==> config.mk <==
export PLATFORM = sky130hd
export DESIGN_NAME = switch_ingress_cfg_and_dscp_table
export DESIGN_NICKNAME = d
export VERILOG_FILES = /design/src/hdl/swe_ingress_pkg.sv /design/src/hdl/switch_ingress_cfg_and_dscp_table.sv /design/src/hdl/prio_table_ram.sv
export SDC_FILE = /design/constraint.sdc
export NUM_CORES = 1
export LEC_CHECK = 0
export BUFFER_PORTS_ARGS = -buffer_cell sky130_fd_sc_hd__buf_2
export CAP_MARGIN = 20
export CORE_UTILIZATION = 46
export DETAILED_ROUTE_END_ITERATION = 16
export PLACE_DENSITY = 0.66
export REMOVE_ABC_BUFFERS = 1
export SYNTH_ARGS = -nofsm -noshare
export SYNTH_HDL_FRONTEND = slang
export SYNTH_HIERARCHICAL = 1
export SYNTH_SLANG_ARGS = --single-unit
==> constraint.sdc <==
create_clock -name clk_sys_i -period 6.75 [get_ports clk_sys_i]
set_input_delay 0.675 -clock clk_sys_i [delete_from_list [all_inputs] [get_ports clk_sys_i]]
set_output_delay 0.675 -clock clk_sys_i [all_outputs]
set_load 0.01 [all_outputs]
==> src/hdl/swe_ingress_pkg.sv <==
// Register numbers, field positions and constants for the ingress config slice
package swe_ingress_pkg;

	// Register numbers
	localparam logic [15:0] REG_VLAN_STS   = 16'h1810;
	localparam logic [15:0] REG_PT_CMD     = 16'h1811;
	localparam logic [15:0] REG_PT_WDATA   = 16'h1812;
	localparam logic [15:0] REG_PT_RDATA   = 16'h1813;
	localparam logic [15:0] REG_PT_STS     = 16'h1814;
	localparam logic [15:0] REG_GLOBAL_CFG = 16'h1840;

	// Command register fields
	localparam int CMD_DIR_BIT = 7;
	localparam int CMD_IDX_MSB = 5;
	localparam int CMD_IDX_LSB = 0;
	localparam int PEND_BIT    = 0;
	localparam int PRIO_W      = 3;

	// Writable masks and reset values
	localparam logic [31:0] CMD_MASK       = 32'h0000_00BF;
	localparam logic [31:0] WDATA_MASK     = 32'h0000_0007;
	localparam logic [31:0] GLOBAL_MASK    = 32'h0000_3EFF;
	localparam logic [31:0] GLOBAL_RESET   = 32'h0000_0006;
	localparam logic [31:0] CNT_TEST_VALUE = 32'h7FFF_FFFC;
	localparam logic [31:0] CNT_CLEAR_VALUE = 32'h0000_0000;

	// Global ingress fields
	localparam int G_ECHO     = 13;
	localparam int G_IGMP_MSB = 12;
	localparam int G_IGMP_LSB = 10;
	localparam int G_USE_IP   = 9;
	localparam int G_IGMP_EN  = 7;
	localparam int G_CNT_TEST = 6;
	localparam int G_DA_PRIO  = 5;
	localparam int G_FILT_MC  = 4;
	localparam int G_DROP_UNK = 3;
	localparam int G_USE_PREC = 2;
	localparam int G_VL_HIGH  = 1;
	localparam int G_VLAN_EN  = 0;

	// ToS octet fields
	localparam int TOS_PREC_MSB = 7;
	localparam int TOS_PREC_LSB = 5;
	localparam int TOS_CS_MSB   = 7;
	localparam int TOS_CS_LSB   = 2;

	// Table geometry and access time
	localparam int TABLE_DEPTH         = 64;
	localparam int TABLE_ACCESS_CYCLES = 2;

endpackage

==> src/hdl/switch_ingress_cfg_and_dscp_table.sv <==
// Switch engine ingress configuration registers and ToS/CS priority table access
`timescale 1ns/1ps
`default_nettype none

module switch_ingress_cfg_and_dscp_table #(
	parameter int DEPTH         = swe_ingress_pkg::TABLE_DEPTH,
	parameter int ACCESS_CYCLES = swe_ingress_pkg::TABLE_ACCESS_CYCLES
) (
	input  wire logic        clk_sys_i,
	input  wire logic        reset_n_i,
	input  wire logic [15:0] reg_addr_i,
	input  wire logic        reg_wr_i,
	input  wire logic        reg_rd_i,
	input  wire logic [31:0] reg_wdata_i,
	output logic      [31:0] reg_rdata_o,
	output logic             reg_rvalid_o,
	input  wire logic        vlan_busy_i,
	input  wire logic        pkt_valid_i,
	input  wire logic        pkt_vlan_tagged_i,
	input  wire logic [2:0]  pkt_vlan_prio_i,
	input  wire logic        pkt_is_ipv4_i,
	input  wire logic        pkt_is_ipv6_i,
	input  wire logic [7:0]  pkt_tos_i,
	input  wire logic [2:0]  pkt_default_prio_i,
	input  wire logic        pkt_da_found_i,
	input  wire logic        pkt_da_static_i,
	input  wire logic [2:0]  pkt_da_prio_i,
	input  wire logic        pkt_unicast_i,
	input  wire logic        pkt_multicast_i,
	input  wire logic        pkt_broadcast_i,
	input  wire logic        pkt_igmp_i,
	output logic             dec_valid_o,
	output logic      [2:0]  dec_prio_o,
	output logic             dec_drop_o,
	output logic      [2:0]  dec_igmp_ports_o,
	output logic             cfg_vlan_en_o,
	output logic             cfg_allow_echo_o,
	output logic             cfg_counter_test_o,
	output logic      [31:0] counter_clear_value_o
);

	if (DEPTH != 64 || ACCESS_CYCLES < 1) begin : g_bad_param
		$error("switch_ingress_cfg_and_dscp_table: unsupported parameters");
	end

	localparam int IW = $clog2(DEPTH);
	localparam int PW = swe_ingress_pkg::PRIO_W;

	////////////////////////////////////////////////////////////////////////////////
	// Register file

	logic [31:0]   cfg;
	logic [31:0]   next_cfg;
	logic [31:0]   cmd;
	logic [31:0]   next_cmd;
	logic [31:0]   wdata;
	logic [31:0]   next_wdata;
	logic [31:0]   next_rdata;
	logic [31:0]   next_cnt_value;
	logic          vlan_pend;
	logic          cmd_launch;
	logic          tbl_busy;
	logic [PW-1:0] tbl_rdata;
	logic [PW-1:0] lkp_rdata;

	assign cmd_launch = reg_wr_i && reg_addr_i == swe_ingress_pkg::REG_PT_CMD && !tbl_busy;

	always_comb begin
		next_cfg   = cfg;
		next_cmd   = cmd;
		next_wdata = wdata;
		next_rdata = 32'h0000_0000;
		// Reserved bits held at zero by masks
		if (reg_wr_i) begin
			if (reg_addr_i == swe_ingress_pkg::REG_GLOBAL_CFG) begin
				next_cfg = reg_wdata_i & swe_ingress_pkg::GLOBAL_MASK;
			end else if (cmd_launch) begin
				next_cmd = reg_wdata_i & swe_ingress_pkg::CMD_MASK;
			end else if (reg_addr_i == swe_ingress_pkg::REG_PT_WDATA) begin
				next_wdata = reg_wdata_i & swe_ingress_pkg::WDATA_MASK;
			end
		end
		if (reg_rd_i) begin
			if (reg_addr_i == swe_ingress_pkg::REG_VLAN_STS) begin
				next_rdata[swe_ingress_pkg::PEND_BIT] = vlan_pend;
			end else if (reg_addr_i == swe_ingress_pkg::REG_PT_CMD) begin
				next_rdata = cmd;
			end else if (reg_addr_i == swe_ingress_pkg::REG_PT_WDATA) begin
				next_rdata = wdata;
			end else if (reg_addr_i == swe_ingress_pkg::REG_PT_RDATA) begin
				next_rdata[PW-1:0] = tbl_rdata;
			end else if (reg_addr_i == swe_ingress_pkg::REG_PT_STS) begin
				next_rdata[swe_ingress_pkg::PEND_BIT] = tbl_busy;
			end else if (reg_addr_i == swe_ingress_pkg::REG_GLOBAL_CFG) begin
				next_rdata = cfg;
			end
		end
		next_cnt_value = next_cfg[swe_ingress_pkg::G_CNT_TEST] ?
			swe_ingress_pkg::CNT_TEST_VALUE : swe_ingress_pkg::CNT_CLEAR_VALUE;
	end

	always_ff @(posedge clk_sys_i) begin
		if (!reset_n_i) begin
			cfg                   <= swe_ingress_pkg::GLOBAL_RESET;
			cmd                   <= 32'h0000_0000;
			wdata                 <= 32'h0000_0000;
			reg_rdata_o           <= 32'h0000_0000;
			reg_rvalid_o          <= 1'b0;
			vlan_pend             <= 1'b0;
			cfg_vlan_en_o         <= 1'b0;
			cfg_allow_echo_o      <= 1'b0;
			cfg_counter_test_o    <= 1'b0;
			counter_clear_value_o <= swe_ingress_pkg::CNT_CLEAR_VALUE;
		end else begin
			cfg                   <= next_cfg;
			cmd                   <= next_cmd;
			wdata                 <= next_wdata;
			reg_rdata_o           <= next_rdata;
			reg_rvalid_o          <= reg_rd_i;
			vlan_pend             <= vlan_busy_i;
			cfg_vlan_en_o         <= next_cfg[swe_ingress_pkg::G_VLAN_EN];
			cfg_allow_echo_o      <= next_cfg[swe_ingress_pkg::G_ECHO];
			cfg_counter_test_o    <= next_cfg[swe_ingress_pkg::G_CNT_TEST];
			counter_clear_value_o <= next_cnt_value;
		end
	end

	////////////////////////////////////////////////////////////////////////////////
	// Priority table

	prio_table_ram #(
		.DEPTH         (DEPTH),
		.WIDTH         (PW),
		.ACCESS_CYCLES (ACCESS_CYCLES)
	) u_table (
		.clk_sys_i   (clk_sys_i),
		.reset_n_i   (reset_n_i),
		.start_i     (cmd_launch),
		.read_i      (reg_wdata_i[swe_ingress_pkg::CMD_DIR_BIT]),
		.index_i     (reg_wdata_i[swe_ingress_pkg::CMD_IDX_MSB:swe_ingress_pkg::CMD_IDX_LSB]),
		.wdata_i     (wdata[PW-1:0]),
		.lkp_index_i (pkt_tos_i[swe_ingress_pkg::TOS_CS_MSB:swe_ingress_pkg::TOS_CS_LSB]),
		.busy_o      (tbl_busy),
		.done_o      (),
		.rdata_o     (tbl_rdata),
		.lkp_rdata_o (lkp_rdata)
	);

	////////////////////////////////////////////////////////////////////////////////
	// Ingress decision pipeline

	logic          s1_valid;
	logic          s1_tagged;
	logic [PW-1:0] s1_vlan_prio;
	logic          s1_ipv4;
	logic          s1_ip;
	logic [7:0]    s1_tos;
	logic [PW-1:0] s1_def_prio;
	logic          s1_da_found;
	logic          s1_da_static;
	logic [PW-1:0] s1_da_prio;
	logic          s1_unicast;
	logic          s1_mcast;
	logic          s1_igmp;
	logic [PW-1:0] next_prio;
	logic          next_drop;
	logic [2:0]    next_igmp_ports;
	logic          ip_ok;
	logic          vlan_ok;

	always_comb begin
		ip_ok   = cfg[swe_ingress_pkg::G_USE_IP] && s1_ip;
		vlan_ok = cfg[swe_ingress_pkg::G_VLAN_EN] && s1_tagged;
		if (cfg[swe_ingress_pkg::G_DA_PRIO] && s1_da_found && s1_da_static) begin
			next_prio = s1_da_prio;
		end else if (vlan_ok && (cfg[swe_ingress_pkg::G_VL_HIGH] || !ip_ok)) begin
			next_prio = s1_vlan_prio;
		end else if (ip_ok && s1_ipv4 && cfg[swe_ingress_pkg::G_USE_PREC]) begin
			next_prio = s1_tos[swe_ingress_pkg::TOS_PREC_MSB:swe_ingress_pkg::TOS_PREC_LSB];
		end else if (ip_ok) begin
			next_prio = lkp_rdata;
		end else begin
			next_prio = s1_def_prio;
		end
		next_drop = s1_valid && !s1_da_found &&
			((cfg[swe_ingress_pkg::G_DROP_UNK] && s1_unicast) ||
			(cfg[swe_ingress_pkg::G_FILT_MC] && s1_mcast));
		next_igmp_ports = (s1_valid && s1_igmp && cfg[swe_ingress_pkg::G_IGMP_EN]) ?
			cfg[swe_ingress_pkg::G_IGMP_MSB:swe_ingress_pkg::G_IGMP_LSB] : 3'h0;
	end

	always_ff @(posedge clk_sys_i) begin
		if (!reset_n_i) begin
			s1_valid         <= 1'b0;
			s1_tagged        <= 1'b0;
			s1_vlan_prio     <= '0;
			s1_ipv4          <= 1'b0;
			s1_ip            <= 1'b0;
			s1_tos           <= 8'h00;
			s1_def_prio      <= '0;
			s1_da_found      <= 1'b0;
			s1_da_static     <= 1'b0;
			s1_da_prio       <= '0;
			s1_unicast       <= 1'b0;
			s1_mcast         <= 1'b0;
			s1_igmp          <= 1'b0;
			dec_valid_o      <= 1'b0;
			dec_prio_o       <= '0;
			dec_drop_o       <= 1'b0;
			dec_igmp_ports_o <= 3'h0;
		end else begin
			s1_valid         <= pkt_valid_i;
			s1_tagged        <= pkt_vlan_tagged_i;
			s1_vlan_prio     <= pkt_vlan_prio_i;
			s1_ipv4          <= pkt_is_ipv4_i;
			s1_ip            <= pkt_is_ipv4_i || pkt_is_ipv6_i;
			s1_tos           <= pkt_tos_i;
			s1_def_prio      <= pkt_default_prio_i;
			s1_da_found      <= pkt_da_found_i;
			s1_da_static     <= pkt_da_static_i;
			s1_da_prio       <= pkt_da_prio_i;
			s1_unicast       <= pkt_unicast_i;
			s1_mcast         <= pkt_multicast_i && !pkt_broadcast_i;
			s1_igmp          <= pkt_igmp_i;
			dec_valid_o      <= s1_valid;
			dec_prio_o       <= next_prio;
			dec_drop_o       <= next_drop;
			dec_igmp_ports_o <= next_igmp_ports;
		end
	end

	logic cfg_wr;
	assign cfg_wr = reg_wr_i && reg_addr_i == swe_ingress_pkg::REG_GLOBAL_CFG;
endmodule

`default_nettype wire

==> src/hdl/prio_table_ram.sv <==
// ToS/CS to priority table with a host access sequencer and a lookup read port
`timescale 1ns/1ps
`default_nettype none

module prio_table_ram #(
	parameter int DEPTH         = 64,
	parameter int WIDTH         = 3,
	parameter int ACCESS_CYCLES = 2,
	parameter int IW            = $clog2(DEPTH)
) (
	input  wire logic             clk_sys_i,
	input  wire logic             reset_n_i,
	input  wire logic             start_i,
	input  wire logic             read_i,
	input  wire logic [IW-1:0]    index_i,
	input  wire logic [WIDTH-1:0] wdata_i,
	input  wire logic [IW-1:0]    lkp_index_i,
	output logic                  busy_o,
	output logic                  done_o,
	output logic [WIDTH-1:0]      rdata_o,
	output logic [WIDTH-1:0]      lkp_rdata_o
);

	if (DEPTH < 2 || ACCESS_CYCLES < 1 || ACCESS_CYCLES > 255) begin : g_bad_param
		$error("prio_table_ram: unsupported parameters");
	end

	typedef enum logic {ST_IDLE, ST_ACCESS} state_t;

	// Contents are never reset
	logic [WIDTH-1:0] mem [DEPTH];

	state_t           state;
	state_t           next_state;
	logic [7:0]       count;
	logic [7:0]       next_count;
	logic             op_read;
	logic             next_op_read;
	logic [IW-1:0]    idx;
	logic [IW-1:0]    next_idx;
	logic [WIDTH-1:0] wd;
	logic [WIDTH-1:0] next_wd;
	logic [WIDTH-1:0] next_rdata;
	logic             next_done;
	logic             mem_we;

	always_comb begin
		next_state   = state;
		next_count   = count;
		next_op_read = op_read;
		next_idx     = idx;
		next_wd      = wd;
		next_rdata   = rdata_o;
		next_done    = 1'b0;
		mem_we       = 1'b0;
		case (state)
			ST_IDLE: begin
				if (start_i) begin
					next_state   = ST_ACCESS;
					next_count   = 8'(ACCESS_CYCLES - 1);
					next_op_read = read_i;
					next_idx     = index_i;
					next_wd      = wdata_i;
				end
			end
			ST_ACCESS: begin
				if (count == 8'h00) begin
					next_state = ST_IDLE;
					next_done  = 1'b1;
					if (op_read) begin
						next_rdata = mem[idx];
					end else begin
						mem_we = 1'b1;
					end
				end else begin
					next_count = count - 8'h01;
				end
			end
			default: next_state = ST_IDLE;
		endcase
	end

	always_ff @(posedge clk_sys_i) begin
		if (!reset_n_i) begin
			state       <= ST_IDLE;
			count       <= 8'h00;
			op_read     <= 1'b0;
			idx         <= '0;
			wd          <= '0;
			rdata_o     <= '0;
			done_o      <= 1'b0;
			busy_o      <= 1'b0;
			lkp_rdata_o <= '0;
		end else begin
			state       <= next_state;
			count       <= next_count;
			op_read     <= next_op_read;
			idx         <= next_idx;
			wd          <= next_wd;
			rdata_o     <= next_rdata;
			done_o      <= next_done;
			busy_o      <= (next_state == ST_ACCESS);
			lkp_rdata_o <= mem[lkp_index_i];
		end
	end

	always_ff @(posedge clk_sys_i) begin
		if (mem_we) begin
			mem[idx] <= wd;
		end
	end

	// Length of the current busy run, so a stuck access is caught
	logic [8:0] busy_run;
	always_ff @(posedge clk_sys_i) begin
		if (!reset_n_i || !busy_o) begin
			busy_run <= 9'h000;
		end else begin
			busy_run <= busy_run + 9'h001;
		end
	end
endmodule

`default_nettype wire

==> results of run 1 <==
## cell usage in the layout (no fill, tap or decap), types with 5 or more instances in the layout
cell type and instances:
and2_1 35, mux2i_1 72, a221oi_1 10, mux4_2 64
nor3_1 6, a22oi_1 21, conb_1 22, buf_4 12
dfxtp_2 5, nand3_1 16, nand2_1 93, a32oi_1 6
a211oi_1 8, o22ai_1 6, or3_1 5, clkinv_1 7
nor2b_1 14, mux2_2 22, and3_1 8, nor2_1 95
inv_1 8, o21ai_0 12, a21oi_1 35, a31oi_1 12
buf_2 111, edfxtp_1 192, dfxtp_1 87, clkbuf_16 29
clkbuf_1 11, a22o_1 5
## registers in the layout, indices dropped and copies added (netlist names), 6 cells and up
signal,cells
u_table/mem,192
u_table/idx,6
u_table/count,8
cfg,12
reg_rdata_o,13
cmd,7
## worst max-delay path by stage
stage / startpoint / to / slack [ns] / cells after the start
6_report: u_table/idx[2] / u_table/rdata_o[2] / 3.36 / 7
5_1_grt: u_table/idx[2] / u_table/rdata_o[2] / 3.30 / 6
4_1_cts: u_table/idx[0] / u_table/rdata_o[0] / 3.42 / 6
3_5_place_dp: reg_addr_i[6] / u_table/count[0] / 3.10 / 8
3_3_place_gp: reg_addr_i[6] / u_table/count[0] / 3.14 / 8
2_1_floorplan: u_table/idx[2] / u_table/rdata_o[2] / 3.52 / 5
## per-stage QoR
stage | total power, W | setup WS, ns | hold slack [ns]
after detailed placement | 0.00198 | 3.10 | 0.453
after global placement | 0.00198 | 3.14 | 0.449
after global routing | 0.00357 | 3.30 | 0.282
after floorplan | 0.00193 | 3.52 | 0.414
after CTS | 0.00349 | 3.42 | 0.275
final | 0.00346 | 3.36 | 0.290
## routing by layer
metal | wire length (um) | up-vias | GRT usage [%]
met1 | 13900 | 4275 | 32.2
li1 | - | 3885 | -
met3 | 3300 | 68 | 3.61
met4 | 1120 | 0 | 7.76
met2 | 15500 | 542 | 37.8
met5 | 0 | - | 0
## power by group
part           internal [W]  switching, W
logic             0.0000399     0.0000591
clock network      0.000864      0.000649
registers           0.00184    0.00000352
total               0.00275      0.000712
## final cells by class
cell class	count	area, sq um
Fill cell	2348	13300
Sequential cell	284	7610
Timing Repair Buffer	124	666
Inverter	10	37.5
Tap cell	378	473
Multi-Input combinational cell	627	5000
Clock inverter	12	106
Clock buffer	40	767
==> flow_summary.toml, run 1 <==
[synth]
ys_warn_count = 6
syn_area_sq_um = 13200
avgSynthCellArea_sq_um = 13.0
synthCells = 1015

[sta]
finalHoldViolations = 0
fmax_ghz = 0.295
skew_ns = 0.0313
worstMarginPinSlew_ns = 1.02
fin_tns_setup_ns = 0
min_period_ns = 3.39
drv_slew = 0
fin_crit_sh_pct = 50.2
rsz0062_at_grt = "false"
setup_viol = 0
slew_headroom_pct = 31.5

[cells_and_area]
fin_area_sq_um = 14700
final_util_pct = 52.4
drive_gt1_share_pct = 24.4
antenna_cells = 0
area_growth_pct = 10.8
fin_cells = 1475
nNetsFinal = 1158

[clock_tree]
post_cts_buffers = 0
cts.sinks = 284
clockBufferDepth = 3
post_cts_resize_count = 0
htreeDepth = 1
cts_inserted_buffers = 29
clk_pin_slew_worst_paths_ns = 0.06
cts_tree = "done"
root_buffer = "clkbuf_16"
cts_hold_buf = 0
clk_latency_ns = 0.57

[global_routing]
grt_usage_pct = 23.4
grt_pass1_vias = 8467
antenna_found_initial = 0
grt_pass1_wl_mm = 51.2
grt_start_max_net_pins = 66
overflow = 0

[critical_path]
end_kind = "register"
crit_type = "register to register"
worstPathMaxFanout = 35
path_cells = "buf_4, nor2_1, a221oi_1, a21oi_1, o21bai_1, nor4b_1, a21oi_1"
ff2ff_path_depth = 7
startpoint_type = "register"
cpMaxStageDelayCell = "dfxtp_2"
critPathMaxStageDelay_ns = 0.86
critPathMostFrequentCell = "a21oi_1"
cp.arrival_ns = 3.78
regToRegSetupSlack_ns = 3.36
critPathRequiredTime_ns = 7.14
cp_num_buf_inv = 1
cp_top_family = "simple AND/OR/NAND/NOR gates"
r2r-end = "u_table/rdata_o[2]"
r2r-start = "u_table/idx[2]"

[run]
drv_cap = 0

[worst_hold_path]
hold_depth = 2
holdPathEnd = "s1_mcast"
hold_class = "input pin to register"
min_from = "pkt_broadcast_i"

[floorplan]
rows = 61
dieArea_sq_um = 29400
fp.dieH_um = 172
initial_core_util_pct = 47.2
core_area_sq_um = 28000
pin_count = 156
die_x_um = 172

[route]
postRouteAntennaNets = 0
drtPass1Iterations = 6
wl_mm = 33.8
route.vias.total = 8770
avgViaCountPerCell = 5.95
routedWlPerCell_um = 22.9
first_iter_violations = 1196
drc = 0

[placement]
dpl.cell_count = 1423
placement.io_buffers = 112
hpwl_mm = 22.3
place_congestion = 0.882
placed_cell_area_sq_um = 13800

[power]
peakVddDrop_uv = 220
p_leak_nw = 5.55
p_per_area_nw_per_um2 = 236

[run_status]
outcome = "finished clean"
Power figures use the tool's default switching activity.
==> run 2: changes to the inputs <==
--- a/config.mk
+++ b/config.mk
@@ -5,11 +5,12 @@
 export SDC_FILE = /design/constraint.sdc
 export NUM_CORES = 1
 export LEC_CHECK = 0
+export ABC_AREA = 1
 export BUFFER_PORTS_ARGS = -buffer_cell sky130_fd_sc_hd__buf_2
 export CAP_MARGIN = 20
 export CORE_UTILIZATION = 46
 export DETAILED_ROUTE_END_ITERATION = 16
-export PLACE_DENSITY = 0.66
+export PLACE_DENSITY = 0.69
 export REMOVE_ABC_BUFFERS = 1
 export SYNTH_ARGS = -nofsm -noshare
 export SYNTH_HDL_FRONTEND = slang
==> constraint.sdc (replaced) <==
create_clock -name clk_sys_i -period 2.7 [get_ports clk_sys_i]
set_input_delay 0.27 -clock clk_sys_i [delete_from_list [all_inputs] [get_ports clk_sys_i]]
set_output_delay 0.27 -clock clk_sys_i [all_outputs]
set_load 0.01 [all_outputs]
==> run 2 against run 1 <==
Clock power grew to 3.0 times the previous value; sequential share of layout area is 4.6 points lower; final cell count grew 48%; synthesized cell count rose by 64%; utilization up 2.0 points; critical path type unchanged; critical endpoint is now u_table/mem[2][2].
==> flow_summary.toml, run 2 <==
[run_status]
outcome = "finished clean"

[cells_and_area]
multiInputGateArea_sq_um = 5060
drive_gt1_share_pct = 14.3
top_regs = "u_table/mem: 192 flops, reg_rdata_o: 13 flops, cfg: 12 flops"
nFillCells = 2636
final_cell_mix = "nand2_1 (430), nand3_1 (218), nor2_1 (209)"
largest-register = "u_table/mem"
final_common_cell = "nand2_1"
area_growth_pct = 15.9
regArea_sq_um = 7610
largest_reg_flops = 192
nNetsFinal = 1855
final_util_pct = 54.3

[critical_path]
cp.arrival_ns = 2.65
critPathRequiredTime_ns = 2.95
r2r-end = "u_table/mem[2][2]"
cp.depth = 11
cp_num_buf_inv = 4
ff2ff_path_depth = 11
path_cells = "inv_1, ha_1, nand3_1, nor2_1, inv_1, nor2_1, inv_1, nor2_4, nand3_1, buf_4, nor2_1"
cp_top_family = "simple AND/OR/NAND/NOR gates"
cpMaxStageDelayCell = "dfxtp_1"
startpoint_type = "register"
crit_type = "register to register"
worstPathMaxFanout = 8
end_kind = "register"
critPathMaxStageDelay_ns = 0.30
regToRegSetupSlack_ns = 0.30
r2r-start = "u_table/count[0]"

[floorplan]
initial_core_util_pct = 46.9
pin_count = 156
rows = 63
fp.dieH_um = 176
die_x_um = 176
core_area_sq_um = 29600
dieArea_sq_um = 30900

[global_routing]
grt_usage_pct = 23.8
overflow = 0
grt_start_max_net_pins = 66
antenna_found_initial = 1
grt_pass1_wl_mm = 57.6
grt_pass1_vias = 10766

[placement]
hpwl_mm = 24.3
placement.io_buffers = 112
place_congestion = 0.923
pre_cts_ws_ns = 0.288

[route]
avgViaCountPerCell = 5.36
route.met3.wl_mm = 3.18
routedWlPerCell_um = 16.9
dr_wl_met2_mm = 17.2
first_iter_violations = 1135
postRouteAntennaNets = 0
wl_met1_mm = 15.4
route.vias.total = 11719
wl_mm = 36.9
drc = 0
top_layer_used = "met4"
drtPass1Iterations = 5

[synth]
syn_area_sq_um = 13900
avgSynthCellArea_sq_um = 8.33
ys_warn_count = 6
synthCells = 1668

[power]
p_per_area_nw_per_um2 = 598
p_leak_nw = 6.80
peakVddDrop_uv = 643

[sta]
worstMarginPinSlew_ns = 0.771
drv_slew = 0
whs_ns = 0.0288
setup_viol = 0
min_period_ns = 2.40
fin_crit_sh_pct = 88.8
rsz0062_at_grt = "false"
skew_ns = 0.0287
slew_headroom_pct = 48.6
finalHoldViolations = 0
fmax_ghz = 0.417
setup_ws_ns = 0.303

[clock_tree]
root_buffer = "clkbuf_16"
post_cts_resize_count = 0
cts.sinks = 284
cts_inserted_buffers = 30
clk_latency_ns = 0.57
clockBufferDepth = 3
cts_tree = "done"
clk_pin_slew_worst_paths_ns = 0.06
htreeDepth = 1

[worst_hold_path]
holdPathEnd = "cfg[6]"
hold_depth = 3
min_from = "reg_wdata_i[6]"
hold_class = "input pin to register"

[run]
drv_cap = 0
## run 2: layer usage
metal | vias up | global-route usage, %
met3 | 75 | 3.14
met5 | - | 0
met1 | 5399 | 32.0
li1 | 5649 | -
met4 | 0 | 7.50
met2 | 596 | 39.9
## run 2: worst register-to-register path: cells and delay by family, from the launching register on
family | cells | cell delay (ns)
flip-flops | 1 | 0.30
adder cells (fa/ha/maj) | 1 | 0.17
AND/OR/NAND/NOR | 6 | 1.11
buffers and inverters | 4 | 0.53
## run 2: power breakdown
part	switching, W	total (W)	internal, W	leakage (nW)
combinational	0.000304	0.000468	0.000165	3.95
sequential	0.00000674	0.00462	0.00461	2.29
clock	0.00169	0.00454	0.00286	0.554
total	0.00200	0.00963	0.00763	6.80
## run 2: how the worst max path moves through the flow
stage | startpoint | end | slack, ns
floorplan | u_table/idx[0] | u_table/rdata_o[0] | -2.20
global placement | u_table/count[0] | u_table/mem[58][2] | 0.34
detailed placement | u_table/count[0] | u_table/mem[18][0] | 0.29
CTS | u_table/count[0] | u_table/mem[18][2] | 0.29
global route | u_table/count[0] | u_table/mem[18][2] | 0.10
finish | u_table/count[0] | u_table/mem[2][2] | 0.30
## run 2: through the flow
step	setup TNS (ns)	power, W	cells	cell area (sq um)
after floorplan	-317.18	0.00493	1557	13200
after global routing	0	0.00990	2186	16100
after detailed placement	0	0.00513	2102	14700
final	0	0.00963	2187	16100
after global placement	0	0.00513	2102	14700
after CTS	0	0.00972	2186	16100
## run 2: what timing repair did
item | CTS | global route
buffers inserted | 0 | 0
hold endpoints to repair | 27 | 0
hold buffers | 29 | 0
## run 2: cell type report
type / count / share of cell area, %
timing repair buffer: 184 / 7.83
tap: 390 / 3.03
sequential: 284 / 47.3
clock inverter: 18 / 1.58
clock buffer: 37 / 5.41
inverter: 142 / 3.39
multi-input combinational: 1131 / 31.4
antenna: 1 / 0.0155
